==> src/hw/drive_regs_map.svh <==
`ifndef DRIVE_REGS_MAP_SVH
`define DRIVE_REGS_MAP_SVH

// ----------------------------------------
// Register offsets
// ----------------------------------------
`define DRV_ADDR_RST_GAIN   8'h1c
`define DRV_ADDR_CH0        8'h1e
`define DRV_ADDR_CH1        8'h1f
`define DRV_ADDR_CH2        8'h20
`define DRV_ADDR_CH3        8'h21

// ----------------------------------------
// Field positions
// ----------------------------------------
`define DRV_SOFT_RST_BIT    15
`define DRV_GAIN_HI         10
`define DRV_GAIN_LO         9
`define DRV_PROG_HI         15
`define DRV_PROG_LO         11
`define DRV_CAL_HI          10
`define DRV_CAL_LO          6
`define DRV_LOW_RSVD_W      6

// ----------------------------------------
// Reset values and counts
// ----------------------------------------
`define DRV_GAIN_RST        2'h0
`define DRV_FIELD_RST       5'h00
`define DRV_DATA_RST        16'h0000
`define DRV_CHANNELS        4

`endif

==> src/hw/drive_regs_pkg.sv <==
package drive_regs_pkg;

  // Output gain codes, in register encoding order
  typedef enum logic [1:0] {
    GAIN_X1,
    GAIN_X4,
    GAIN_X8,
    GAIN_X16
  } gain_code_t;

  typedef logic [4:0]  drive_code_t;
  typedef logic [15:0] reg_word_t;

endpackage

==> src/hw/drive_chan_if.sv <==
interface drive_chan_if;
  logic                       clr;
  logic                       wr;
  drive_regs_pkg::drive_code_t wr_prog;
  logic                       cal_strobe;
  drive_regs_pkg::drive_code_t cal_value;
  logic                       amp_off;
  drive_regs_pkg::drive_code_t prog_q;
  drive_regs_pkg::drive_code_t cal_q;

  modport bank (output clr, wr, wr_prog, cal_strobe, cal_value, amp_off,
                input  prog_q, cal_q);
  modport chan (input  clr, wr, wr_prog, cal_strobe, cal_value, amp_off,
                output prog_q, cal_q);
endinterface

==> src/hw/sensor_drive_reset_regs.sv <==
`include "drive_regs_map.svh"

module sensor_drive_reset_regs #(
  parameter bit FOUR_CHANNEL = 1'b1
) (
  // Clock and reset
  input  wire logic        i_core_clk,
  input  wire logic        i_rst,
  // Register access
  input  wire logic [7:0]  i_reg_addr,
  input  wire logic        i_reg_wr,
  input  wire logic        i_reg_rd,
  input  wire logic [15:0] i_reg_wdata,
  output      logic [15:0] o_reg_rdata,
  // Configuration bits
  input  wire logic        i_manual_drive_select,
  input  wire logic        i_amplitude_tracking_off,
  // Conversion engine
  input  wire logic [1:0]  i_conv_chan,
  input  wire logic [3:0]  i_cal_strobe,
  input  wire logic [4:0]  i_cal_value,
  input  wire logic [15:0] i_raw_data,
  output      logic [4:0]  o_applied_drive,
  output      logic        o_drive_from_reg,
  output      logic [15:0] o_gain_data,
  // Device reset request
  output      logic        o_soft_reset
);

  // ----------------------------------------
  // Control register
  // ----------------------------------------
  drive_regs_pkg::gain_code_t  gain_ff;
  drive_regs_pkg::gain_code_t  nxt_gain;
  logic                        soft_rst_ff;
  logic                        nxt_soft_rst;
  logic                        ctl_hit;
  logic [`DRV_CHANNELS-1:0]    chan_hit;
  logic [`DRV_CHANNELS-1:0]    chan_present;

  assign ctl_hit = (i_reg_addr == `DRV_ADDR_RST_GAIN);

  always_comb begin
    nxt_gain     = gain_ff;
    nxt_soft_rst = 1'b0;
    if (soft_rst_ff) begin
      nxt_gain = drive_regs_pkg::gain_code_t'(`DRV_GAIN_RST);
    end else if (i_reg_wr && ctl_hit) begin
      nxt_gain = drive_regs_pkg::gain_code_t'(i_reg_wdata[`DRV_GAIN_HI:`DRV_GAIN_LO]);
      nxt_soft_rst = i_reg_wdata[`DRV_SOFT_RST_BIT];
    end
  end

  always_ff @(posedge i_core_clk or posedge i_rst) begin
    if (i_rst) begin
      gain_ff     <= drive_regs_pkg::gain_code_t'(`DRV_GAIN_RST);
      soft_rst_ff <= 1'b0;
    end else begin
      gain_ff     <= nxt_gain;
      soft_rst_ff <= nxt_soft_rst;
    end
  end

  assign o_soft_reset = soft_rst_ff;

  // ----------------------------------------
  // Channel registers
  // ----------------------------------------
  drive_chan_if u_chan_if [`DRV_CHANNELS] ();
  logic [4:0] prog_q [`DRV_CHANNELS];
  logic [4:0] cal_q  [`DRV_CHANNELS];

  genvar gi;
  generate
    for (gi = 0; gi < `DRV_CHANNELS; gi++) begin : g_chan
      assign chan_present[gi] = (gi < 2) || FOUR_CHANNEL;
      assign chan_hit[gi]     = chan_present[gi] &&
                                (i_reg_addr == 8'(`DRV_ADDR_CH0 + gi));
      assign u_chan_if[gi].clr        = soft_rst_ff;
      assign u_chan_if[gi].wr         = i_reg_wr && chan_hit[gi];
      assign u_chan_if[gi].wr_prog    = i_reg_wdata[`DRV_PROG_HI:`DRV_PROG_LO];
      assign u_chan_if[gi].cal_strobe = i_cal_strobe[gi] && chan_present[gi];
      assign u_chan_if[gi].cal_value  = i_cal_value;
      assign u_chan_if[gi].amp_off    = i_amplitude_tracking_off;
      assign prog_q[gi]               = u_chan_if[gi].prog_q;
      assign cal_q[gi]                = u_chan_if[gi].cal_q;

      drive_channel_reg u_chan (
        .i_core_clk (i_core_clk),
        .i_rst      (i_rst),
        .ch         (u_chan_if[gi])
      );
    end
  endgenerate

  // ----------------------------------------
  // Read data
  // ----------------------------------------
  logic [15:0] rdata_ff;
  logic [15:0] nxt_rdata;

  always_comb begin
    nxt_rdata = rdata_ff;
    if (i_reg_rd) begin
      nxt_rdata = `DRV_DATA_RST;
      if (ctl_hit) begin
        nxt_rdata[`DRV_GAIN_HI:`DRV_GAIN_LO] = gain_ff;
      end
      for (int i = 0; i < `DRV_CHANNELS; i++) begin
        if (chan_hit[i]) begin
          nxt_rdata = {prog_q[i], cal_q[i], {`DRV_LOW_RSVD_W{1'b0}}};
        end
      end
    end
  end

  always_ff @(posedge i_core_clk or posedge i_rst) begin
    if (i_rst) begin
      rdata_ff <= `DRV_DATA_RST;
    end else begin
      rdata_ff <= nxt_rdata;
    end
  end

  assign o_reg_rdata = rdata_ff;

  // ----------------------------------------
  // Drive selection and output gain
  // ----------------------------------------
  logic [4:0]  drive_ff;
  logic [4:0]  nxt_drive;
  logic        from_reg_ff;
  logic        nxt_from_reg;
  logic [15:0] gain_data_ff;
  logic [15:0] nxt_gain_data;

  always_comb begin
    nxt_from_reg = i_manual_drive_select;
    nxt_drive    = i_manual_drive_select ? prog_q[i_conv_chan] : cal_q[i_conv_chan];
    case (gain_ff)
      drive_regs_pkg::GAIN_X1:  nxt_gain_data = i_raw_data;
      drive_regs_pkg::GAIN_X4:  nxt_gain_data = 16'(i_raw_data << 2);
      drive_regs_pkg::GAIN_X8:  nxt_gain_data = 16'(i_raw_data << 3);
      drive_regs_pkg::GAIN_X16: nxt_gain_data = 16'(i_raw_data << 4);
      default:                  nxt_gain_data = i_raw_data;
    endcase
  end

  always_ff @(posedge i_core_clk or posedge i_rst) begin
    if (i_rst) begin
      drive_ff     <= `DRV_FIELD_RST;
      from_reg_ff  <= 1'b0;
      gain_data_ff <= `DRV_DATA_RST;
    end else begin
      drive_ff     <= nxt_drive;
      from_reg_ff  <= nxt_from_reg;
      gain_data_ff <= nxt_gain_data;
    end
  end

  assign o_applied_drive  = drive_ff;
  assign o_drive_from_reg = from_reg_ff;
  assign o_gain_data      = gain_data_ff;

  // ----------------------------------------
  // Checks
  // ----------------------------------------
  soft_reset_pulse_a: assert property (
    @(posedge i_core_clk) disable iff (i_rst)
    (i_reg_wr && ctl_hit && i_reg_wdata[15] && !soft_rst_ff) |=> o_soft_reset ##1 !o_soft_reset)
    else $error("soft reset pulse wrong");

  reset_bit_zero_a: assert property (
    @(posedge i_core_clk) disable iff (i_rst)
    (i_reg_rd && ctl_hit) |=> (o_reg_rdata[15] == 1'b0))
    else $error("reset bit read as one");

  gain_shift_a: assert property (
    @(posedge i_core_clk) disable iff (i_rst)
    1'b1 |=> (o_gain_data == 16'($past(i_raw_data) <<
      (($past(gain_ff) == drive_regs_pkg::GAIN_X1) ? 0 : $past(gain_ff) + 1))))
    else $error("gain shift wrong");

  prog_drive_a: assert property (
    @(posedge i_core_clk) disable iff (i_rst)
    (i_manual_drive_select && !soft_rst_ff && !i_reg_wr) |=>
      (o_applied_drive == prog_q[$past(i_conv_chan)]) && o_drive_from_reg)
    else $error("programmed drive not applied");

  cal_drive_a: assert property (
    @(posedge i_core_clk) disable iff (i_rst)
    (!i_manual_drive_select && i_cal_strobe == 4'h0 && !soft_rst_ff) |=>
      (o_applied_drive == cal_q[$past(i_conv_chan)]) && !o_drive_from_reg)
    else $error("calibrated drive not applied");

  absent_chan_a: assert property (
    @(posedge i_core_clk) disable iff (i_rst)
    (i_reg_rd && !FOUR_CHANNEL && (i_reg_addr == 8'h20 || i_reg_addr == 8'h21)) |=>
      (o_reg_rdata == 16'h0000))
    else $error("absent channel register read nonzero");

  soft_clear_a: assert property (
    @(posedge i_core_clk) disable iff (i_rst)
    soft_rst_ff |=> (gain_ff == drive_regs_pkg::GAIN_X1) && (prog_q[0] == 5'h00) &&
      (prog_q[3] == 5'h00))
    else $error("soft reset left state");

  prog_write_a: assert property (
    @(posedge i_core_clk) disable iff (i_rst)
    (i_reg_wr && chan_hit[1] && !soft_rst_ff) |=> (prog_q[1] == $past(i_reg_wdata[15:11])))
    else $error("programmed drive not stored");

  cov_soft_reset: cover property (@(posedge i_core_clk) disable iff (i_rst) o_soft_reset);
  cov_gain_x16: cover property (@(posedge i_core_clk) disable iff (i_rst)
    gain_ff == drive_regs_pkg::GAIN_X16);
  cov_override: cover property (@(posedge i_core_clk) disable iff (i_rst)
    o_drive_from_reg && o_applied_drive != 5'h00);

endmodule

==> src/hw/drive_channel_reg.sv <==
`include "drive_regs_map.svh"

module drive_channel_reg (
  // Clock and reset
  input  wire logic   i_core_clk,
  input  wire logic   i_rst,
  // Bank side
  drive_chan_if.chan  ch
);

  drive_regs_pkg::drive_code_t prog_ff;
  drive_regs_pkg::drive_code_t nxt_prog;
  drive_regs_pkg::drive_code_t cal_ff;
  drive_regs_pkg::drive_code_t nxt_cal;

  always_comb begin
    nxt_prog = prog_ff;
    nxt_cal  = cal_ff;
    if (ch.clr) begin
      nxt_prog = `DRV_FIELD_RST;
      nxt_cal  = `DRV_FIELD_RST;
    end else begin
      if (ch.wr) begin
        nxt_prog = ch.wr_prog;
      end
      if (ch.cal_strobe && !ch.amp_off) begin
        nxt_cal = ch.cal_value;
      end
    end
  end

  always_ff @(posedge i_core_clk or posedge i_rst) begin
    if (i_rst) begin
      prog_ff <= `DRV_FIELD_RST;
      cal_ff  <= `DRV_FIELD_RST;
    end else begin
      prog_ff <= nxt_prog;
      cal_ff  <= nxt_cal;
    end
  end

  assign ch.prog_q = prog_ff;
  assign ch.cal_q  = cal_ff;

  // ----------------------------------------
  // Checks
  // ----------------------------------------
  cal_refresh_a: assert property (
    @(posedge i_core_clk) disable iff (i_rst)
    (ch.cal_strobe && !ch.amp_off && !ch.clr) |=> (cal_ff == $past(ch.cal_value)))
    else $error("calibrated drive not refreshed");

  cal_frozen_a: assert property (
    @(posedge i_core_clk) disable iff (i_rst)
    (ch.amp_off && !ch.clr) |=> $stable(cal_ff))
    else $error("calibrated drive moved while tracking off");

  cal_readonly_a: assert property (
    @(posedge i_core_clk) disable iff (i_rst)
    (ch.wr && !ch.cal_strobe && !ch.clr) |=> $stable(cal_ff))
    else $error("host write altered calibrated drive");

endmodule

==> config.mk <==
export PLATFORM = sky130hd
export DESIGN_NAME = sensor_drive_reset_regs
export DESIGN_NICKNAME = d
export VERILOG_FILES = /design/src/hw/drive_regs_pkg.sv /design/src/hw/drive_chan_if.sv /design/src/hw/sensor_drive_reset_regs.sv /design/src/hw/drive_channel_reg.sv
export VERILOG_INCLUDE_DIRS = /design/src /design/src/hw
export SDC_FILE = /design/constraint.sdc
export NUM_CORES = 1
export LEC_CHECK = 0
export BUFFER_PORTS_ARGS = -buffer_cell sky130_fd_sc_hd__buf_2
export CORE_MARGIN = 2
export CORE_UTILIZATION = 57
export CTS_CLUSTER_DIAMETER = 150
export DETAILED_ROUTE_END_ITERATION = 7
export PLACE_DENSITY = 0.95
export SLEW_MARGIN = 5
export SYNTH_ARGS = -nofsm -noshare
export SYNTH_HDL_FRONTEND = slang
export SYNTH_SLANG_ARGS = --single-unit
==> constraint.sdc <==
create_clock -name i_core_clk -period 4.2 [get_ports i_core_clk]
set_input_delay 0.63 -clock i_core_clk [delete_from_list [all_inputs] [get_ports i_core_clk]]
set_output_delay 0.63 -clock i_core_clk [all_outputs]
set_load 0.05 [all_outputs]
## Word-level counts from Yosys, hierarchy flattened

Index checks and enable logic that the tools add are counted.

| storage, ports and cells | value |
|---|---|
| flip-flop bits (word level) | 81 |
| latch bits | 0 |
| memory bits (writable) | 0 |
| bits in read-only memories | 0 |
| input port bits | 57 |
| output and inout port bits | 39 |
| word-level logic and storage cells | 77 |
| memories kept | 0 |

| operators by class | value |
|---|---|
| add/sub/neg operators | 0 |
| multiply operators | 0 |
| divide/modulo/power cells | 0 |
| $lt $le $gt $ge | 1 |
| equal/unequal tests | 8 |
| shift-type cells | 0 |
| mux-type cells | 33 |
| bitwise gates (word level) | 1 |
| reductions and logical operators | 20 |

Operators with widths:

| kind | number |
|---|---|
| 5-bit 2-to-1 mux | 21 |
| 16-bit 2-to-1 mux | 4 |
| 16-bit case mux with 4 select lines | 1 |
| 8-bit by 5-bit == test with 1-bit output (second input constant) | 3 |
| 5-bit binary-select mux with 2-bit select | 2 |
| 2-bit nonzero test | 9 |
| 8-bit by 6-bit == test with 1-bit output (second input constant) | 2 |
| 1-bit logical AND | 9 |
| 2-bit 2-to-1 mux | 3 |
| 2-bit == test (second input constant) | 2 |
| 3-bit greater-or-equal comparator (second input constant) | 1 |
| 2-bit inverter with 3-bit output | 1 |
| 2-bit by 1-bit == test with 1-bit output (second input constant) | 1 |
| 2-bit logical NOT | 1 |
| 1-bit 2-to-1 mux | 2 |
| 1-bit logical NOT | 1 |

## Longest topological paths before layout

Gate-level depths: netlist of run 1.

| depth | value |
|---|---|
| depth after elaboration | 6 |
| depth in mapped cells | 6 |
| depth with buffers taken out | 4 |

## Cells and area by module

A second synthesis of run 1 with hierarchy kept.

| second synthesis, totals | value |
|---|---|
| cells, all modules | 348 |
| area, all modules | 4157.7 um^2 |

Modules (own cells, without submodules):

| module | instances | cells each | area an instance (um^2) | sequential area each (um^2) |
|---|---|---|---|---|
| sensor_drive_reset_regs | 1 | 192 | 2255.9 | 875.8 |
| drive_channel_reg | 4 | 39 | 475.5 | 250.2 |

## Worst setup path before layout of run 1

Ideal clock, no wire load.

| timing path | value |
|---|---|
| path type | input port to flip-flop |
| start | input port i_conv_chan[1] |
| end | register drive_ff[0] (netlist: o_applied_drive[0]) |
| setup time | 0.125 ns |
| arrival | 1.676 ns |
| required time | 4.075 ns |
| setup slack | 2.399 ns |
| stages on the path | 3 |
| path buffers | 1 |
| path through | buf_2 > mux4_2 > mux2_2 |

| on the way | value |
|---|---|
| word-level cells in the longest chain between the ends | 5 |
| elaborated cells on any way between the ends | 8 |
| those cells by class | mux: 7; bitwise: 1 |

RTL lines:

| element | line | RTL |
|---|---|---|
| start, declared | sensor_drive_reset_regs.sv:19 | `input wire logic [1:0] i_conv_chan,` |
| 2-bit inverter with 3-bit output (implied by the code) (*) | sensor_drive_reset_regs.sv:139 | `nxt_drive = i_manual_drive_select ? prog_q[i_conv_chan] : cal_q[i_conv_chan];` |
| 5-bit binary-select mux with 2-bit select | sensor_drive_reset_regs.sv:139 |  |
| 5-bit 2-to-1 mux (implied by the code) (2 in a row) | sensor_drive_reset_regs.sv:139 |  |
| 5-bit 2-to-1 mux (*) | sensor_drive_reset_regs.sv:139 |  |
| named net nxt_drive[0] | sensor_drive_reset_regs.sv:131 | `logic [4:0] nxt_drive;` |
| end signal, assigned | sensor_drive_reset_regs.sv:151 | `` drive_ff <= `DRV_FIELD_RST; `` |
| end signal, assigned | sensor_drive_reset_regs.sv:155 | `drive_ff <= nxt_drive;` |
| end, declared | sensor_drive_reset_regs.sv:130 | `logic [4:0] drive_ff;` |

Mark *: on every way through the listed nets, which the timed path passes. The rest lies on a longest branch. The select of a mux whose other input is x is not followed.
A chain may end at the register's enable or synchronous reset.

## Worst setup path after layout of run 1

| timing path | value |
|---|---|
| start | input port i_reg_addr[0] |
| end | register g_chan[2].u_chan.prog_ff[2] |

| on the way | value |
|---|---|
| word-level cells in the longest chain between the ends | 3 |

RTL lines:

| element | line | RTL |
|---|---|---|
| start, declared | sensor_drive_reset_regs.sv:10 | `input wire logic [7:0] i_reg_addr,` |
| 8-bit by 6-bit == test with 1-bit output | sensor_drive_reset_regs.sv:78 | `` (i_reg_addr == 8'(`DRV_ADDR_CH0 + gi)); `` |
| 1-bit logical AND | sensor_drive_reset_regs.sv:80 | `assign u_chan_if[gi].wr = i_reg_wr && chan_hit[gi];` |
| 2-bit nonzero test (no source line) | - |  |
| end signal, assigned | drive_channel_reg.sv:34 | `` prog_ff <= `DRV_FIELD_RST; `` |
| end signal, assigned | drive_channel_reg.sv:37 | `prog_ff <= nxt_prog;` |
| end, declared | drive_channel_reg.sv:11 | `drive_regs_pkg::drive_code_t prog_ff;` |

No other way between the ends.

==> results of run 1 <==
==> cells in the final DEF (no fill, tap or decap), types with 2 or more instances in the layout <==
cell type / count
clkbuf_8: 10
nand2_1: 13
mux4_2: 22
a22oi_1: 8
clkinv_2: 3
o21a_1: 2
nor3b_1: 4
buf_4: 2
o221ai_1: 3
conb_1: 6
buf_2: 80
mux2i_1: 42
mux2_2: 13
nor2b_1: 5
nor2_1: 50
a31oi_1: 6
nand3b_1: 2
dfrtp_1: 75
nand3_1: 8
a21oi_1: 6
and3_1: 2
==> layer usage <==
layer  vias to the layer above  part of all wire  track usage
met2                       155              0.53       0.4339
met3                        23             0.051      0.04183
met5                         -                 0            0
li1                       1235                 -            -
met1                      1403              0.40       0.3353
met4                         0             0.023       0.1111
==> worst register-to-register path, cell delays in order (launching register included) <==
cell	delay (ns)
dfrtp_1	0.92
a22oi_1	0.16
o221a_1	0.29
a311oi_1	0.26
==> final cells by class <==
class	instances	area (um^2)
Clock buffer	10	137.6
Tap cell	77	96.34
Clock inverter	5	53.80
Fill cell	427	2026
Sequential cell	75	1877
Timing Repair Buffer	82	415.4
Multi-Input combinational cell	204	1737
Inverter	2	7.507
==> report_power, final <==
part	total (uW)	switching (uW)	internal, uW
Combinational	343	220	123
Sequential	834	47.6	787
Clock	548	262	285
Total	1720	530	1190
==> logic make-up after synthesis <==
| kind of cell | share of synthesized area |
|---|---|
| flip-flops | 0.5005 |
| AO/OA/AOI/OAI | 0.05439 |
| multiplexers | 0.2833 |
| buffers and inverters | 0.04138 |
| AND/OR/NAND/NOR | 0.1195 |
| other | 0.001000 |
==> final timing paths <==
check	cells after the start	slack, ns	end
min in group asynchronous	2	0.57	g_chan[3].u_chan.ch.cal_q[4]$_DFFE_PP0P_
max in group asynchronous	3	2.72	o_gain_data[8]$_DFF_PP0_
setup / recovery	5	2.26	g_chan[2].u_chan.ch.prog_q[2]$_DFFE_PP0P_
hold / removal	1	0.50	o_drive_from_reg$_DFF_PP0_
hold reg to reg	1	0.50	o_reg_rdata[13]$_DFFE_PP0P_
setup reg to reg	3	2.47	o_reg_rdata[9]$_DFFE_PP0P_
==> metrics by stage <==
step | setup slack, ns | hold WS (ns)
2_1_floorplan | 1.660 | 0.4943
4_1_cts | 2.279 | 0.4853
3_5_place_dp | 1.909 | 0.4762
3_3_place_gp | 1.950 | 0.4655
6_report | 2.261 | 0.4957
5_1_grt | 2.142 | 0.4884
==> metrics.txt, run 1 <==
CTS H-tree lvls=3; top cells by count, synth=dfrtp_1, nor2_1, mux2i_1; number of top-level pins=96; post-CTS sizing=0; TritonCTS buffer count=9; placed cells=440; Iter 0 DRT Violations=279; Max Freq=515.8 MHz; register bit total from synthesis=75; post-synth top area share=0.5005; Tightest Pin Transition=1.169 ns; maxcap violations=0; Initial Util=0.5905; die area=7244 um^2; largest net degree at the start of global routing=57; Slew headroom=0.2205; Worst Hold Class=in -> reg; Detailed Routing Iterations Pass 1=5; Final Util=0.6810; sequential element share of the synthesized area=0.5005; Tmin final=1.939 ns; crit path max-delay cell type=nor2b_1; Area after DPL=4133 um^2; Worst Setup Path Type=in -> reg; unrepaired setup endpoints after global routing=no; Setup crit end kind=flip-flop; clk_skew=0.007508 ns; Layout area overhead=15.32%; Setup Fix Bufs, Post-CTS=0; CP top delay family=simple AND/OR/NAND/NOR gates; Max rail drop VDD=0.2568 mV; Clock Path Buffers=2; max-slew violation count=0; core area=6350 um^2; Avg Cell Area, Syn=12.25 um^2; setup TNS=0 ns; share of cells above drive strength 1=0.3598; CP Launch Type=primary input; final worst path period share=0.4616; fin area=4324 um^2; P_leak=0.002062 uW; vias in the first global route=2793; CP peak stage delay=0.52 ns; Tot GR Track Use=0.2585; Cell Count, Final, Fillers Out=455; Hold Crit Start=i_manual_drive_select; Synth area leader=dfrtp_1; Rows=29; initial antenna violation count=0; top_reg_cell synth=dfrtp_1; Via Count=2816; count of endpoints failing setup in the final report=0; Syn. warnings=0; Detailed Route WL=9004 um; ys async rst share=1.000; Diodes inserted=0; NumNets Final=431; Critical Path AT=2.15 ns; # hold bufs at CTS=0; Critical Path Start=i_reg_addr[0]; r2r startpoint=gain_ff[0]$_DFFE_PP0P_; root buf cell=clkbuf_8; critical path fanouts, max=19; Post-Syn Instances=306; first-pass GRT wire length=14220 um; clk slew on worst S/H paths=0.08 ns; DRC=0; most frequent cell after synthesis=dfrtp_1; Hold Vio Cnt, Final=0; clock latency on the worst-skew pair=0.35 ns; WP buf/inv=1; Post-Syn Area=3750 um^2; CTS tree=done; ANT nets after route=0; Synth area leaders=dfrtp_1, mux4_2, mux2i_1; Placer Congestion=0.8639; routed len/inst=19.79 um; Cell Pwr Density=398.9 nW/um^2; EDFF count, synth=0; die height=85.11 um; clk sinks=75; status=complete, no violations; HPWL Detailed=6202 um; synth unique cells=33; worst path cell trace=buf_2, nor2b_1, nand3_1, mux2i_1, nor2_1; Die W=85.11 um; I/O Buffers=80; total gr overflow=0; DR vias/cell=6.189; CP required=4.42 ns; total power=1725 uW
(Power assumes the default switching activity.)
==> run 2: changes to the inputs <==
--- a/config.mk
+++ b/config.mk
@@ -6,12 +6,13 @@
 export SDC_FILE = /design/constraint.sdc
 export NUM_CORES = 1
 export LEC_CHECK = 0
+export ABC_AREA = 1
 export BUFFER_PORTS_ARGS = -buffer_cell sky130_fd_sc_hd__buf_2
 export CORE_MARGIN = 2
-export CORE_UTILIZATION = 57
+export CORE_UTILIZATION = 48
 export CTS_CLUSTER_DIAMETER = 150
 export DETAILED_ROUTE_END_ITERATION = 7
-export PLACE_DENSITY = 0.95
+export PLACE_DENSITY = 0.86
 export SLEW_MARGIN = 5
 export SYNTH_ARGS = -nofsm -noshare
 export SYNTH_HDL_FRONTEND = slang
==> constraint.sdc (replaced) <==
create_clock -name i_core_clk -period 1.7 [get_ports i_core_clk]
set_input_delay 0.255 -clock i_core_clk [delete_from_list [all_inputs] [get_ports i_core_clk]]
set_output_delay 0.255 -clock i_core_clk [all_outputs]
set_load 0.05 [all_outputs]
==> metrics.txt, run 2 <==
status=complete, no violations; Rows=32 (+10%); die area=8870 um^2 (+22%); fin area=4705 um^2 (+8.8%); register bit total from synthesis=75 (unchanged); CP Launch Type=flip-flop; NumNets Final=632 (+47%); # hold bufs at CTS=1 (+1); Hold Crit Start=i_reg_wdata[9]; HPWL Detailed=7591 um (+22%); most frequent cells in the layout=nand2_1, buf_2, dfrtp_1; CP top delay family=simple AND/OR/NAND/NOR gates; Tot GR Track Use=0.2481 (-0.01034); Layout area overhead=20.51%; first-pass GRT wire length=17060 um (+20%); clock latency on the worst-skew pair=0.35 ns (about the same); mux contribution to synthesized area=0.002885 (-0.2804); clk slew on worst S/H paths=0.08 ns (about the same); number of top-level pins=96 (unchanged); EDFF count, synth=0 (unchanged); Hold Vio Cnt, Final=0 (unchanged); commonest non-fill, non-tap cell in the layout=nand2_1; Synth area leader=dfrtp_1; Worst Hold Class=in -> reg; Avg Cell Area, Syn=7.999 um^2 (-35%); Die W=94.18 um (+11%); Detailed Route WL=10460 um (+16%); worst path cell trace=inv_1, nor2_1, nand2_1, o2111ai_1; Post-Syn Area=3904 um^2 (+4.1%); Post-Syn Instances=488 (+59%); root buf cell=clkbuf_8; post-synth top area share=0.4808 (-0.01973); top cells by count, synth=nand2_1, dfrtp_1, nand3_1; CP peak stage delay=0.65 ns (+0.13 ns); post-CTS sizing=0 (unchanged); vias in the first global route=3587 (+28%); top_reg_cell synth=dfrtp_1; max-slew violation count=0 (unchanged); Detailed Routing Iterations Pass 1=5 (unchanged); Cell Pwr Density=982.6 nW/um^2 (+150%); largest family of logic cells by synthesized area=simple AND/OR/NAND/NOR gates; fillers=679 (+59%); synth unique cells=33 (unchanged); clk sinks=75 (unchanged); Area after DPL=4431 um^2 (+7.2%); ANT nets after route=0 (unchanged); DR vias/cell=5.490 (-11%); die height=94.18 um (+11%); clk_skew=0.01029 ns (+0.002784 ns); XOR/XNOR Fraction of Synth Area=0 (unchanged); Setup Fix Bufs, Post-CTS=0 (unchanged); share of cells above drive strength 1=0.2259 (-0.1339); Initial Util=0.5000 (-0.09054); fraction of the mapped netlist area in simple logic gates=0.2715 (+0.1520); Slew headroom=0.4371 (+0.2165); I/O Buffers=80 (unchanged); DRC=0 (unchanged); TritonCTS buffer count=9 (unchanged); routed len/inst=15.33 um (-23%); count of endpoints failing setup in the final report=0 (unchanged); total gr overflow=0 (unchanged); compound-cell area share of the yosys netlist=0.1574 (+0.1030); Critical Path Start=gain_ff[0]$_DFFE_PP0P_; Tmin final=1.540 ns; r2r startpoint=gain_ff[0]$_DFFE_PP0P_; final worst path period share=0.9056; Critical Path AT=1.78 ns (-0.37 ns); CTS H-tree lvls=3 (unchanged); Max Freq=649.5 MHz; unrepaired setup endpoints after global routing=no; Worst Setup Path Type=reg -> reg; Tightest Pin Transition=0.8413 ns (-0.3279 ns); CP required=1.94 ns (-2.48 ns); Synth area leaders=dfrtp_1, nand2_1, nand3_1; core area=7807 um^2 (+23%); ys async rst share=1.000 (unchanged); Syn. warnings=0 (unchanged); largest net degree at the start of global routing=38 (-33%); CTS tree=done; Via Count=3744 (+33%); Diodes inserted=0 (unchanged); initial antenna violation count=0 (unchanged); P_leak=0.002473 uW (+20%); total power=4623 uW (+170%); sequential element share of the synthesized area=0.4808 (-0.01973); adder-cell area share of the yosys netlist=0 (unchanged); most frequent cell after synthesis=nand2_1; maxcap violations=0 (unchanged); Clock Path Buffers=2 (unchanged); crit path max-delay cell type=nor2_1; setup TNS=0 ns (unchanged); WP buf/inv=1 (unchanged); critical path fanouts, max=14 (-5); Placer Congestion=0.9313 (+7.8%); Max rail drop VDD=0.4476 mV (+74%); Setup crit end kind=flip-flop; Iter 0 DRT Violations=398 (+43%)
[run 2: cell types whose count changed in the layout (fill, tap and decap cells not counted), moves of 13 or more]
cell / change
nand2_1: +107
inv_1: +48
nand3_1: +48
o21ai_0: +46
mux2i_1: -42
mux4_2: -22
nor2_1: -16
o21ai_1: +13
[run 2: per-layer routing]
metal / GRT usage / vias to the layer above / wire length [um]
met5: 0 / - / 0
li1: - / 1774 / -
met3: 0.06260 / 23 / 1143
met4: 0.09541 / 0 / 166
met1: 0.3204 / 1716 / 4294
met2: 0.4012 / 231 / 4850
[run 2: metrics by stage]
stage | cells | util | hold slack [ns] | setup slack (ns)
2_1_floorplan | 493 | - | 0.2864 | 0.1625
5_1_grt | 682 | 0.6026 | 0.1169 | 0.04107
6_report | 682 | 0.6026 | 0.1202 | 0.1604
4_1_cts | 682 | 0.6026 | 0.1073 | 0.2041
3_5_place_dp | 665 | 0.5675 | 0.2899 | 0.1902
3_3_place_gp | 665 | 0.5675 | 0.2899 | 0.3013
[run 2: layout make-up]
class / instances / area (um^2) / area share
clock inverter: 6 / 136.4 / 0.02899
clock buffer: 10 / 127.6 / 0.02713
multi-input combinational: 342 / 1708 / 0.3630
tap: 102 / 127.6 / 0.02713
sequential: 75 / 1877 / 0.3989
inverter: 55 / 210.2 / 0.04468
timing repair buffer: 92 / 518.0 / 0.1101
[run 2: path summary, 6_finish.rpt]
kind | to | slack (ns) | cells past startpoint
setup / recovery | o_gain_data[7]$_DFF_PP0_ | 0.16 | 4
hold / removal | gain_ff[0]$_DFFE_PP0P_ | 0.12 | 3
setup reg to reg | o_gain_data[7]$_DFF_PP0_ | 0.16 | 4
hold reg to reg | o_reg_rdata[10]$_DFFE_PP0P_ | 0.49 | 2
max in group asynchronous | o_reg_rdata[9]$_DFFE_PP0P_ | 0.71 | 4
min in group asynchronous | o_gain_data[12]$_DFF_PP0_ | 0.45 | 3
[run 2: where the power goes]
part           internal (uW)  switching, uW  total [uW]
Combinational            223            594         817
Sequential              1930           83.1        2010
Clock                   1130            663        1790
Total                   3280           1340        4620
[run 2: logic make-up after synthesis]
logic type      Yosys count
compound gates          103
buf+inv                  76
flops                    75
mux                       1
other cells               1
simple gates            232
[run 2: worst min-delay path, delay by kind of cell]
kind,cells,cell delay (ns)
and+or+nand+nor,2,0.09
buffers and inverters,1,0.08
